[src/rtl/fbcp_map.svh]
// address map, field positions and reset values of the protection block
`ifndef FBCP_MAP_SVH
`define FBCP_MAP_SVH

// ***********************************************************
// table space regions
// ***********************************************************
`define FBCP_FLASH_TOP   22'h200000
`define FBCP_ID_FIRST    22'h200000
`define FBCP_ID_LAST     22'h200007
`define FBCP_DEVID_LO    22'h3FFFFE
`define FBCP_DEVID_HI    22'h3FFFFF
`define FBCP_CFG_PAGE    22'h300000

// ***********************************************************
// configuration byte offsets
// ***********************************************************
`define FBCP_BOOT_SIZE_CFG_ADDR     22'h300006
`define FBCP_BLK_RW_LOCK_LO_ADDR    22'h300008
`define FBCP_BOOT_EE_LOCK_ADDR      22'h300009
`define FBCP_BLK_WR_LOCK_LO_ADDR    22'h30000A
`define FBCP_BOOT_EE_CFG_WR_ADDR    22'h30000B
`define FBCP_BLK_FRD_LOCK_LO_ADDR   22'h30000C
`define FBCP_BOOT_FRD_LOCK_ADDR     22'h30000D

// ***********************************************************
// configuration store indices
// ***********************************************************
`define FBCP_IDX_BOOT_SIZE  3'h0
`define FBCP_IDX_CP_LO      3'h2
`define FBCP_IDX_CP_HI      3'h3
`define FBCP_IDX_WR_LO      3'h4
`define FBCP_IDX_WR_HI      3'h5
`define FBCP_IDX_FRD_LO     3'h6
`define FBCP_IDX_FRD_HI     3'h7

// ***********************************************************
// field positions and reset values
// ***********************************************************
`define FBCP_BOOT_BIT       6
`define FBCP_EE_BIT         7
`define FBCP_CFGW_BIT       5
`define FBCP_BSIZE_LSB      4
`define FBCP_BOOT_BLK       4'h8
`define FBCP_CFG_RST        8'hFF

// ***********************************************************
// flash boundaries
// ***********************************************************
`define FBCP_BOOT_END_2K    22'h0007FF
`define FBCP_BOOT_END_4K    22'h000FFF
`define FBCP_BOOT_END_8K    22'h001FFF
`define FBCP_BLK0_END       22'h003FFF
`define FBCP_SIZE_48K       22'h00C000
`define FBCP_SIZE_64K       22'h010000
`define FBCP_SIZE_96K       22'h018000
`define FBCP_SIZE_128K      22'h020000

`endif

[src/rtl/fbcp_pkg.sv]
// types shared by the flash block protection logic
package fbcp_pkg;

  // memory size variant
  typedef enum logic [1:0] {
    SZ_48K  = 2'h0,
    SZ_64K  = 2'h1,
    SZ_96K  = 2'h2,
    SZ_128K = 2'h3
  } fbcp_size_t;

  // request kinds
  typedef enum logic [2:0] {
    OP_TBL_RD     = 3'h0,
    OP_TBL_WR     = 3'h1,
    OP_EE_RD      = 3'h2,
    OP_EE_WR      = 3'h3,
    OP_BLK_ERASE  = 3'h4,
    OP_CHIP_ERASE = 3'h5
  } fbcp_op_t;

  // controller states, one-hot
  typedef enum logic [1:0] {
    ST_IDLE = 2'b01,
    ST_WAIT = 2'b10
  } fbcp_state_t;

  // where the answer byte comes from
  typedef enum logic [1:0] {
    SRC_HOLD = 2'h0,
    SRC_MEM  = 2'h1,
    SRC_EE   = 2'h2,
    SRC_CFG  = 2'h3
  } fbcp_src_t;

  typedef struct packed {
    logic        valid;
    logic        from_pgm;
    fbcp_op_t    op;
    logic [21:0] addr;
    logic [7:0]  wdata;
  } fbcp_req_t;

  typedef struct packed {
    logic       done;
    logic       ok;
    logic [7:0] data;
  } fbcp_rsp_t;

  typedef struct packed {
    logic        rd;
    logic        wr;
    logic        ee_rd;
    logic        ee_wr;
    logic [21:0] addr;
    logic [7:0]  wdata;
  } fbcp_mem_t;

  // lock vectors, index 8 is the boot block; 1 means unlocked
  typedef struct packed {
    logic [8:0] ext;
    logic [8:0] wr;
    logic [8:0] frd;
    logic       ee_ext;
    logic       ee_wr;
    logic       cfg_wr;
    logic [1:0] boot_sel;
  } fbcp_locks_t;

  typedef struct packed {
    logic [7:0][7:0] bytes;
    logic [7:0]      rdata;
  } fbcp_cfg_st_t;

  typedef struct packed {
    fbcp_state_t state;
    fbcp_src_t   src;
    logic        ok;
    fbcp_rsp_t   rsp;
    fbcp_mem_t   mem;
  } fbcp_st_t;

endpackage

[src/rtl/fbcp_blk_dec.sv]
// maps a table space address to its protection block
`include "fbcp_map.svh"
module fbcp_blk_dec (
  input  wire logic [21:0]         addr,     // address to decode
  input  wire logic [1:0]          boot_sel, // boot size field
  input  wire fbcp_pkg::fbcp_size_t size,    // memory size variant
  output logic      [3:0]          blk,      // block, 8 is boot
  output logic                     impl      // inside implemented flash
);

  // ***********************************************************
  // decode
  // ***********************************************************
  function automatic logic [21:0] boot_end(input logic [1:0] sel);
    if (sel == 2'h0) begin
      boot_end = `FBCP_BOOT_END_2K;
    end else if (sel == 2'h1) begin
      boot_end = `FBCP_BOOT_END_4K;
    end else begin
      boot_end = `FBCP_BOOT_END_8K;
    end
  endfunction

  function automatic logic [21:0] size_top(input fbcp_pkg::fbcp_size_t s);
    case (s)
      fbcp_pkg::SZ_48K: size_top = `FBCP_SIZE_48K;
      fbcp_pkg::SZ_64K: size_top = `FBCP_SIZE_64K;
      fbcp_pkg::SZ_96K: size_top = `FBCP_SIZE_96K;
      default:          size_top = `FBCP_SIZE_128K;
    endcase
  endfunction

  // boot range first so each address lands in one block
  always_comb begin
    if (addr <= boot_end(boot_sel)) begin
      blk = `FBCP_BOOT_BLK;
    end else begin
      blk = {1'b0, addr[16:14]};
    end
    impl = (addr < size_top(size));
  end

endmodule

[src/rtl/fbcp_cfg_mem.sv]
// protection bytes, set to 8'hFF by reset, with clear-only writes and erase
`include "fbcp_map.svh"
module fbcp_cfg_mem (
  input  wire logic                 core_clk,  // core clock
  input  wire logic                 rst,       // sync reset
  input  wire logic [2:0]           rd_idx,    // read index
  input  wire logic                 wr_en,     // write strobe
  input  wire logic [2:0]           wr_idx,    // write index
  input  wire logic [7:0]           wr_data,   // zeros clear bits
  input  wire logic                 erase_all, // chip erase
  input  wire logic                 erase_blk, // block erase
  input  wire logic [3:0]           erase_num, // block to erase
  output logic      [7:0]           rd_data,   // registered read
  output fbcp_pkg::fbcp_locks_t     locks      // decoded lock bits
);

  fbcp_pkg::fbcp_cfg_st_t st_r;
  fbcp_pkg::fbcp_cfg_st_t st_nxt;

  // ***********************************************************
  // store update
  // ***********************************************************
  always_comb begin
    st_nxt = st_r;
    st_nxt.rdata = st_r.bytes[rd_idx];
    if (wr_en) begin
      st_nxt.bytes[wr_idx] = st_r.bytes[wr_idx] & wr_data;
    end
    if (erase_blk && erase_num == `FBCP_BOOT_BLK) begin
      st_nxt.bytes[`FBCP_IDX_CP_HI][`FBCP_BOOT_BIT] = 1'b1;
      st_nxt.bytes[`FBCP_IDX_WR_HI][`FBCP_BOOT_BIT] = 1'b1;
      st_nxt.bytes[`FBCP_IDX_FRD_HI][`FBCP_BOOT_BIT] = 1'b1;
    end else if (erase_blk) begin
      st_nxt.bytes[`FBCP_IDX_CP_LO][erase_num[2:0]] = 1'b1;
      st_nxt.bytes[`FBCP_IDX_WR_LO][erase_num[2:0]] = 1'b1;
      st_nxt.bytes[`FBCP_IDX_FRD_LO][erase_num[2:0]] = 1'b1;
    end
    if (erase_all) begin
      for (int i = 0; i < 8; i++) begin
        st_nxt.bytes[i] = `FBCP_CFG_RST;
      end
    end
  end

  // state register
  always_ff @(posedge core_clk) begin
    if (rst) begin
      st_r <= {{8{`FBCP_CFG_RST}}, 8'h00};
    end else begin
      st_r <= st_nxt;
    end
  end

  // ***********************************************************
  // lock decode
  // ***********************************************************
  assign rd_data = st_r.rdata;
  assign locks.ext = {st_r.bytes[`FBCP_IDX_CP_HI][`FBCP_BOOT_BIT],
                      st_r.bytes[`FBCP_IDX_CP_LO]};
  assign locks.wr = {st_r.bytes[`FBCP_IDX_WR_HI][`FBCP_BOOT_BIT],
                     st_r.bytes[`FBCP_IDX_WR_LO]};
  assign locks.frd = {st_r.bytes[`FBCP_IDX_FRD_HI][`FBCP_BOOT_BIT],
                      st_r.bytes[`FBCP_IDX_FRD_LO]};
  assign locks.ee_ext = st_r.bytes[`FBCP_IDX_CP_HI][`FBCP_EE_BIT];
  assign locks.ee_wr = st_r.bytes[`FBCP_IDX_WR_HI][`FBCP_EE_BIT];
  assign locks.cfg_wr = st_r.bytes[`FBCP_IDX_WR_HI][`FBCP_CFGW_BIT];
  assign locks.boot_sel =
    st_r.bytes[`FBCP_IDX_BOOT_SIZE][`FBCP_BSIZE_LSB +: 2];

endmodule

[src/rtl/fbcp_guard.sv]
`include "fbcp_map.svh"
module fbcp_guard #(
  parameter logic [7:0] DEVID_LO = 8'h5A, // arbitrary value
  parameter logic [7:0] DEVID_HI = 8'hA5  // arbitrary value
) (
  input  wire logic                 core_clk, // core clock
  input  wire logic                 rst,      // sync reset
  input  wire fbcp_pkg::fbcp_size_t mem_size, // size variant
  input  wire fbcp_pkg::fbcp_req_t  req,      // table or programmer request
  output logic                      req_ready,// request can be taken
  input  wire logic [21:0]          pc_addr,  // executing address
  output fbcp_pkg::fbcp_rsp_t       rsp,      // answer, data is table latch
  output fbcp_pkg::fbcp_mem_t       mem,      // flash and eeprom strobes
  input  wire logic [7:0]           mem_rdata,// flash data while rd high
  input  wire logic [7:0]           ee_rdata  // eeprom data while ee_rd high
);

  // ***********************************************************
  // declarations
  // ***********************************************************
  fbcp_pkg::fbcp_st_t    st_r;
  fbcp_pkg::fbcp_st_t    st_nxt;
  fbcp_pkg::fbcp_locks_t lk;
  logic [3:0]            tp_blk;
  logic                  tp_impl;
  logic [3:0]            pc_blk;
  logic                  pc_impl;
  logic [7:0]            cfg_rdata;
  logic                  cfg_we;
  logic [7:0]            cfg_wdata;
  logic                  er_all;
  logic                  er_blk;
  logic [2:0]            cfg_idx;
  logic                  is_cfg;
  logic                  is_flash;
  logic                  is_id;
  logic                  is_devid;
  logic                  same_blk;
  logic                  fl_rd_ok;
  logic                  fl_wr_ok;
  logic                  cfg_wr_ok;

  // maps a configuration address onto a store index
  function automatic logic [3:0] cfg_map(input logic [21:0] a);
    if (a == `FBCP_BOOT_SIZE_CFG_ADDR) begin
      cfg_map = {1'b1, `FBCP_IDX_BOOT_SIZE};
    end else if (a == `FBCP_BLK_RW_LOCK_LO_ADDR) begin
      cfg_map = {1'b1, `FBCP_IDX_CP_LO};
    end else if (a == `FBCP_BOOT_EE_LOCK_ADDR) begin
      cfg_map = {1'b1, `FBCP_IDX_CP_HI};
    end else if (a == `FBCP_BLK_WR_LOCK_LO_ADDR) begin
      cfg_map = {1'b1, `FBCP_IDX_WR_LO};
    end else if (a == `FBCP_BOOT_EE_CFG_WR_ADDR) begin
      cfg_map = {1'b1, `FBCP_IDX_WR_HI};
    end else if (a == `FBCP_BLK_FRD_LOCK_LO_ADDR) begin
      cfg_map = {1'b1, `FBCP_IDX_FRD_LO};
    end else if (a == `FBCP_BOOT_FRD_LOCK_ADDR) begin
      cfg_map = {1'b1, `FBCP_IDX_FRD_HI};
    end else begin
      cfg_map = 4'h0;
    end
  endfunction

  // ***********************************************************
  // block decoders for the pointer and the program counter
  // ***********************************************************
  fbcp_blk_dec u_tp_dec (
    .addr     (req.addr),
    .boot_sel (lk.boot_sel),
    .size     (mem_size),
    .blk      (tp_blk),
    .impl     (tp_impl)
  );

  fbcp_blk_dec u_pc_dec (
    .addr     (pc_addr),
    .boot_sel (lk.boot_sel),
    .size     (mem_size),
    .blk      (pc_blk),
    .impl     (pc_impl)
  );

  // ***********************************************************
  // protection bit store
  // ***********************************************************
  fbcp_cfg_mem u_cfg (
    .core_clk  (core_clk),
    .rst       (rst),
    .rd_idx    (cfg_idx),
    .wr_en     (cfg_we),
    .wr_idx    (cfg_idx),
    .wr_data   (cfg_wdata),
    .erase_all (er_all),
    .erase_blk (er_blk),
    .erase_num (tp_blk),
    .rd_data   (cfg_rdata),
    .locks     (lk)
  );

  // ***********************************************************
  // access decisions
  // ***********************************************************
  assign {is_cfg, cfg_idx} = cfg_map(req.addr);
  assign is_flash = (req.addr < `FBCP_FLASH_TOP) && tp_impl;
  assign is_id = (req.addr >= `FBCP_ID_FIRST) && (req.addr <= `FBCP_ID_LAST);
  assign is_devid = (req.addr == `FBCP_DEVID_LO) || (req.addr == `FBCP_DEVID_HI);
  assign same_blk = pc_impl && (pc_blk == tp_blk);

  // external lock only matters to the programmer
  assign fl_rd_ok = req.from_pgm ? lk.ext[tp_blk]
                                 : (lk.frd[tp_blk] || same_blk);
  assign fl_wr_ok = req.from_pgm ? lk.ext[tp_blk]
                                 : lk.wr[tp_blk];
  assign cfg_wr_ok = req.from_pgm || lk.cfg_wr;

  // the CPU can never clear the configuration write lock itself
  always_comb begin
    cfg_wdata = req.wdata;
    if (!req.from_pgm && cfg_idx == `FBCP_IDX_WR_HI) begin
      cfg_wdata[`FBCP_CFGW_BIT] = 1'b1;
    end
  end

  // ***********************************************************
  // request controller
  // ***********************************************************
  always_comb begin
    st_nxt = st_r;
    st_nxt.rsp.done = 1'b0;
    st_nxt.mem.rd = 1'b0;
    st_nxt.mem.wr = 1'b0;
    st_nxt.mem.ee_rd = 1'b0;
    st_nxt.mem.ee_wr = 1'b0;
    cfg_we = 1'b0;
    er_all = 1'b0;
    er_blk = 1'b0;
    case (st_r.state)
      fbcp_pkg::ST_IDLE: begin
        if (req.valid) begin
          st_nxt.state = fbcp_pkg::ST_WAIT;
          st_nxt.mem.addr = req.addr;
          st_nxt.mem.wdata = req.wdata;
          st_nxt.src = fbcp_pkg::SRC_HOLD;
          st_nxt.ok = 1'b0;
          st_nxt.rsp.data = st_r.rsp.data;
          case (req.op)
            fbcp_pkg::OP_TBL_RD: begin
              st_nxt.rsp.data = 8'h00;
              if ((is_flash && fl_rd_ok) || is_id) begin
                st_nxt.mem.rd = 1'b1;
                st_nxt.src = fbcp_pkg::SRC_MEM;
                st_nxt.ok = 1'b1;
              end else if (is_cfg) begin
                st_nxt.src = fbcp_pkg::SRC_CFG;
                st_nxt.ok = 1'b1;
              end else if (is_devid) begin
                st_nxt.rsp.data = req.addr[0] ? DEVID_HI : DEVID_LO;
                st_nxt.ok = 1'b1;
              end
            end
            fbcp_pkg::OP_TBL_WR: begin
              if ((is_flash && fl_wr_ok) || is_id) begin
                st_nxt.mem.wr = 1'b1;
                st_nxt.ok = 1'b1;
              end else if (is_cfg && cfg_wr_ok) begin
                cfg_we = 1'b1;
                st_nxt.ok = 1'b1;
              end
            end
            fbcp_pkg::OP_EE_RD: begin
              if (!req.from_pgm || lk.ee_ext) begin
                st_nxt.mem.ee_rd = 1'b1;
                st_nxt.src = fbcp_pkg::SRC_EE;
                st_nxt.ok = 1'b1;
              end
            end
            fbcp_pkg::OP_EE_WR: begin
              if (lk.ee_wr && (!req.from_pgm || lk.ee_ext)) begin
                st_nxt.mem.ee_wr = 1'b1;
                st_nxt.ok = 1'b1;
              end
            end
            fbcp_pkg::OP_BLK_ERASE: begin
              if (req.from_pgm && is_flash) begin
                er_blk = 1'b1;
                st_nxt.ok = 1'b1;
              end
            end
            fbcp_pkg::OP_CHIP_ERASE: begin
              if (req.from_pgm) begin
                er_all = 1'b1;
                st_nxt.ok = 1'b1;
              end
            end
            default: begin
              st_nxt.ok = 1'b0;
            end
          endcase
        end
      end
      fbcp_pkg::ST_WAIT: begin
        st_nxt.state = fbcp_pkg::ST_IDLE;
        st_nxt.rsp.done = 1'b1;
        st_nxt.rsp.ok = st_r.ok;
        case (st_r.src)
          fbcp_pkg::SRC_MEM: st_nxt.rsp.data = mem_rdata;
          fbcp_pkg::SRC_EE:  st_nxt.rsp.data = ee_rdata;
          fbcp_pkg::SRC_CFG: st_nxt.rsp.data = cfg_rdata;
          default:           st_nxt.rsp.data = st_r.rsp.data;
        endcase
      end
      default: begin
        st_nxt.state = fbcp_pkg::ST_IDLE;
      end
    endcase
  end

  // state register
  always_ff @(posedge core_clk) begin
    if (rst) begin
      st_r <= '0;
      st_r.state <= fbcp_pkg::ST_IDLE;
      st_r.src <= fbcp_pkg::SRC_HOLD;
    end else begin
      st_r <= st_nxt;
    end
  end

  // ***********************************************************
  // outputs
  // ***********************************************************
  assign req_ready = (st_r.state == fbcp_pkg::ST_IDLE);
  assign rsp = st_r.rsp;
  assign mem = st_r.mem;

endmodule

[config.mk]
export PLATFORM = sky130hd
export DESIGN_NAME = fbcp_guard
export DESIGN_NICKNAME = d
export VERILOG_FILES = /design/src/rtl/fbcp_pkg.sv /design/src/rtl/fbcp_blk_dec.sv /design/src/rtl/fbcp_cfg_mem.sv /design/src/rtl/fbcp_guard.sv
export VERILOG_INCLUDE_DIRS = /design/src /design/src/rtl
export SDC_FILE = /design/constraint.sdc
export NUM_CORES = 1
export LEC_CHECK = 0
export ABC_CLOCK_PERIOD_IN_PS = 3100
export CAP_MARGIN = 20
export CORE_MARGIN = 2
export CORE_UTILIZATION = 35
export DETAILED_ROUTE_END_ITERATION = 8
export DONT_BUFFER_PORTS = 1
export GPL_TIMING_DRIVEN = 0
export SYNTH_ARGS = -nofsm -noshare
export SYNTH_HDL_FRONTEND = slang
export SYNTH_SLANG_ARGS = --single-unit
export TNS_END_PERCENT = 100
[constraint.sdc]
create_clock -name core_clk -period 3.1 [get_ports core_clk]
set_input_delay 0 -clock core_clk [delete_from_list [all_inputs] [get_ports core_clk]]
set_output_delay 0 -clock core_clk [all_outputs]
set_load 0.03 [all_outputs]
==> metrics, run 1 <==
Hold Path Class=in2reg; Root Driver=clkbuf_16; initial antenna violation count=0; total global routing overflow=0; final WL=18300 um; Layout area overhead=21.1%; Post-synth ARST share=0%; DRC violation total after the first TritonRoute iteration=414; Worst EP arrival=3.29 ns; Post-synth EDFFs=0; most frequent cells in the layout=nand2_1 (155), dfxtp_1 (113), a21oi_1 (70); I/O Pins=122; PD cells=507 mW/mm^2; htree depth=4; element type at the critical path end=flop; CTS buffer count=17; Synth area leader=dfxtp_1; fin util=43.0%; Inserted Diodes=0; final cycle utilization of the critical path=96.5%; post-synth top area share=37.1%; post-synth cell types=63; CORE AREA=0.0172 sq mm; most common cell after layout, fill and taps aside=nand2_1; Total Routing Usage GR=20.0%; Final Hold Viols=0; synthesis warning total=0; number of synthesized register bits=113; Routed WL per cell=17.7 um; 1st-pass router iterations=5; residual DRC count=0; CP max-delay cell=dfxtp_1; maximum capacitance violations=0; share of layout cells above drive strength 1=14.6%; ranking of synthesized cells by area=dfxtp_1 (37%), nand2_1 (9.5%), a21oi_1 (5.7%); worst slew pin tran=0.740 ns; port bufs=0; nets=888; skew final=0.00486 ns; Slew HR=50.3%; clock slew at reported path FFs=0.05 ns; global-route wire length before repair=28200 um; minimum clock period after layout=2.99 ns; Synth Area per Inst=8.32 sq um; Peak VDD IR=0.378 mV; Std-Cell Rows=48; Max FO, Critical Path=6; Setup TNS=0 ns; Cells after Synth=733; post-synth net total=824; CP Data Required Time=3.39 ns; Post-synth top flop=dfxtp_1; CTS sink cnt=113; clock tree buffer depth=2; status=finished clean; CTS tree=built; CP bufs+invs=0; Via density=5.33; width of the chip=136 um; Top Family by Delay on Critical Path=compound AO/OA/AOI/OAI gates; total number of vias=5515; Lkg Pwr=3.10 nW; Synth Cell Area=0.00610 sq mm; DP Wirelength=13700 um; die area=0.0185 sq mm; layout filler cell count=1747; startpoint types=flop; largest net degree at the start of global routing=17; die height=136 um; clk_lat worst skew=0.42 ns; Starting Density=35.5%; vias in the first global route=5175; Antenna Nets Post-Route=0; CP Class=reg2reg; fmax=334 MHz; Largest stage delay, worst path=0.40 ns; Seq/Total Area, Yosys=37.1%; CP cell instances=nor2_1, ha_1, and2_1, nand4_1, a21o_1, mux2_1, a311o_1, a211oi_1, o22ai_1; RD Place Congestion=0.893; Slew Viols, Final=0; final setup fails=0; RSZ-0062 raised after global routing=false
==> metal layers <==
layer	routed length, um	GRT usage, %
met1	7860	25.3
met2	8780	33.1
met3	1240	4.36
met4	415	8.45
met5	0	0
==> synth_stat cells (2+ instances only) <==
library cell  number
o21ai_1           30
o21ai_0            6
clkbuf_1          24
a22oi_1            8
inv_1             22
buf_4             46
nand4_2            2
a211oi_1          12
o211ai_1          31
nand4_4            3
a31oi_1            5
a21o_1             4
nor3b_1            2
ha_1              14
nand4_1           10
nor2b_1           18
mux4_2            11
nand2_2            2
dfxtp_1          113
nor4_1             8
a2111oi_0          2
or4_1              3
buf_1              7
nor2_1            30
o211ai_2           6
nand3_1           10
buf_2              7
and4_1             4
nand2b_1           6
buf_6              4
and2_1             3
a21oi_1           70
mux2i_1           14
nor3_1             8
o31ai_1            2
nor4_2             2
nand2_1          155
a21boi_0           2
xnor2_1            3
==> kinds of logic after synthesis <==
| logic type | share of synthesized area [%] |
|---|---|
| and+or+nand+nor | 22.8 |
| DFF | 37.1 |
| xor gates and xnor gates | 0.431 |
| AOI/OAI and AO/OA | 19.8 |
| muxes | 6.73 |
| buffers and inverters | 10.2 |
| adders and majority gates | 2.87 |
==> timing repair <==
item / CTS / global route
setup endpoints to repair: 0 / 7
resized for setup: 0 / 1
endpoints found under the hold margin: 85 / 0
hold buffers: 45 / 0
setup buffers: 0 / 0
==> flip-flops by register name, indices dropped and copies added (netlist names) <==
register / flops
mem: 34
rsp: 10
st_r: 5
u_cfg.locks: 32
u_cfg.rd_data: 8
u_cfg.st_r: 24
==> per-stage QoR <==
stage	cells	setup slack [ns]	instance area (sq um)	hold slack, ns	total power [mW]
2_1_floorplan	733	0.825	6100	0.136	1.82
3_3_place_gp	958	0.164	6380	0.139	1.89
3_5_place_dp	958	0.161	6380	0.144	1.90
4_1_cts	1034	0.149	7380	0.0243	3.77
5_1_grt	1034	0.0913	7380	0.0508	3.87
6_report	1034	0.108	7380	0.0441	3.74
==> cell type report <==
type,instances,area [sq um],area share [%]
multi-input cells,510,3210,43.5
well taps,225,282,3.81
plain buffers,88,542,7.34
flip-flops and latches,113,2260,30.6
clock buffers,25,495,6.71
inverters,22,82.6,1.12
clock inverters,6,55.1,0.746
repair buffers,45,450,6.10
==> path summary, 6_finish.rpt <==
check	endpoint	start	slack [ns]	cells past startpoint
max	st_r[44]	u_cfg.locks[1]	0.11	9
min	u_cfg.locks[1]	req[5]	0.04	3
max reg2reg	st_r[44]	u_cfg.locks[1]	0.11	9
min reg2reg	mem[18]	mem[18]	0.45	2
==> report_power, final <==
part	leakage (nW)	internal (mW)	switching, mW
clock network	0.277	1.17	0.643
registers	0.921	1.49	0.0191
logic	1.90	0.153	0.261
total	3.10	2.82	0.924
==> tightest hold or removal path, stage by stage <==
cell and delay [ns]:
a41o_1 0.07, nand2_1 0.19, o21ai_1 0.17
Power figures use the tool's default switching activity.
==> run 2, diff against run 1 <==
- PLACE_DENSITY: unset -> 0.48
==> metrics, run 2 (synthesis gave the netlist of run 1 again) <==
status=finished clean; element type at the critical path end=flop; total number of vias=5617; Multi-input gate area=0.00321 sq mm; startpoint types=flop; layout filler cell count=1745; global-route wire length before repair=30600 um; Worst EP arrival=3.25 ns; # Post-CTS Setup Buffers=0; Peak VDD IR=0.374 mV; fin util=43.4%; CTS buffer count=17; Routed WL per cell=19.3 um; CP max-delay cell=a311o_1; residual DRC count=0; Max FO, Critical Path=6; fmax=337 MHz; Hold Path Class=in2reg; Largest stage delay, worst path=0.40 ns; I/O Pins=122; worst slew pin tran=0.730 ns; initial antenna violation count=0; CTS sink cnt=113; Std-Cell Rows=48; die height=136 um; Slew HR=51.4%; Lkg Pwr=3.12 nW; DP Wirelength=15200 um; CP Class=reg2reg; Top Family by Delay on Critical Path=compound AO/OA/AOI/OAI gates; Antenna Nets Post-Route=0; most common cell after layout, fill and taps aside=nand2_1; CORE AREA=0.0172 sq mm; Final Hold Viols=0; final setup fails=0; CP Data Required Time=3.38 ns; PD cells=538 mW/mm^2; share of layout cells above drive strength 1=15.0%; clk_lat worst skew=0.42 ns; RSZ-0062 raised after global routing=false; CTS tree=built; Layout area overhead=22.3%; max FFs per register=34; maximum capacitance violations=0; most frequent cells in the layout=nand2_1 (155), dfxtp_1 (113), a21oi_1 (70); Via density=5.43; minimum clock period after layout=2.97 ns; final WL=20000 um; Starting Density=35.5%; die area=0.0185 sq mm; Root Driver=clkbuf_16; final cycle utilization of the critical path=95.8%; clock tree buffer depth=2; critical path depth in cells=9; Setup TNS=0 ns; width of the chip=136 um; largest net degree at the start of global routing=17; clock slew at reported path FFs=0.05 ns; Total Routing Usage GR=22.0%; RD Place Congestion=0.866; beginning of the critical path=u_cfg.locks[1]; Slew Viols, Final=0; r2r endpoint=st_r[44]; total global routing overflow=0; register area=0.00226 sq mm; port bufs=0; Inserted Diodes=0; worst reg2reg startpoint=u_cfg.locks[1]; CP bufs+invs=0; skew final=0.00619 ns; CP cell instances=nor2_1, ha_1, and2_1, nand4_1, a21o_1, mux2_1, a311o_1, a211oi_1, o22ai_1; nets=888; DRC violation total after the first TritonRoute iteration=318; vias in the first global route=5456; CP Capture Point=st_r[44]; 1st-pass router iterations=5; length in cells of the worst reg-to-reg path=9; htree depth=4; R2R setup slack=0.13 ns
==> run 2: cell count changes in the layout (fill, tap and decap cells not counted) <==
| cell | change |
|---|---|
| clkbuf_8 | -3 |
| clkinvlp_4 | +2 |
| bufinv_16 | +3 |
| clkbuf_1 | -3 |
| clkinv_2 | -4 |
| inv_6 | +1 |
| clkinv_4 | +4 |
==> run 2: where the power goes <==
group          total [mW]  internal (mW)  switching, mW
registers            1.51           1.49         0.0193
clock network        2.08           1.37          0.715
logic               0.420          0.153          0.266
total                4.01           3.01           1.00
==> run 2: worst min-delay path by stage <==
stage / slack [ns] / to / depth (start not counted) / from
floorplan: 0.14 / mem[0] / 2 / req[0]
global placement: 0.14 / mem[17] / 2 / req[17]
detailed placement: 0.14 / mem[25] / 2 / req[25]
CTS: 0.03 / st_r[44] / 5 / req[31]
global route: 0.06 / u_cfg.locks[1] / 3 / req[5]
finish: 0.06 / u_cfg.locks[1] / 3 / req[5]
==> run 2: area by class of cell <==
type | count | area share [%]
clock buffers | 19 | 5.94
multi-input cells | 510 | 43.1
inverters | 22 | 1.11
well taps | 225 | 3.77
clock inverters | 12 | 2.47
flip-flops and latches | 113 | 30.3
repair buffers | 45 | 6.04
plain buffers | 88 | 7.26
==> run 2: routing by layer <==
layer | up-vias | wire [um] | track usage, %
li1 | 2708 | - | -
met5 | - | 0 | 0
met2 | 182 | 9570 | 36.3
met4 | 0 | 380 | 8.04
met1 | 2699 | 8960 | 28.5
met3 | 28 | 1060 | 4.18
==> run 2: worst min-delay path, cell delays in order <==
cell     delay [ns]
a41o_1         0.07
nand2_1        0.19
o21ai_1        0.17
==> run 2: metrics by stage <==
stage / cells / cell area, sq um / worst slack (ns) / hold WS, ns / power [mW]
after floorplan: 733 / 6100 / 0.825 / 0.136 / 1.82
after global placement: 958 / 6380 / 0.0995 / 0.138 / 1.90
after detailed placement: 958 / 6380 / 0.130 / 0.143 / 1.90
after CTS: 1034 / 7460 / 0.110 / 0.0313 / 4.05
after global routing: 1034 / 7460 / 0.0120 / 0.0623 / 4.15
final: 1034 / 7460 / 0.131 / 0.0589 / 4.01
==> run 2: timing repair <==
| action | 4_1_cts | 5_1_grt |
|---|---|---|
| hold buffers | 45 | 0 |
| setup endpoints to repair | 0 | 20 |
| gates resized for setup | 0 | 1 |
| hold endpoints to repair | 80 | 0 |
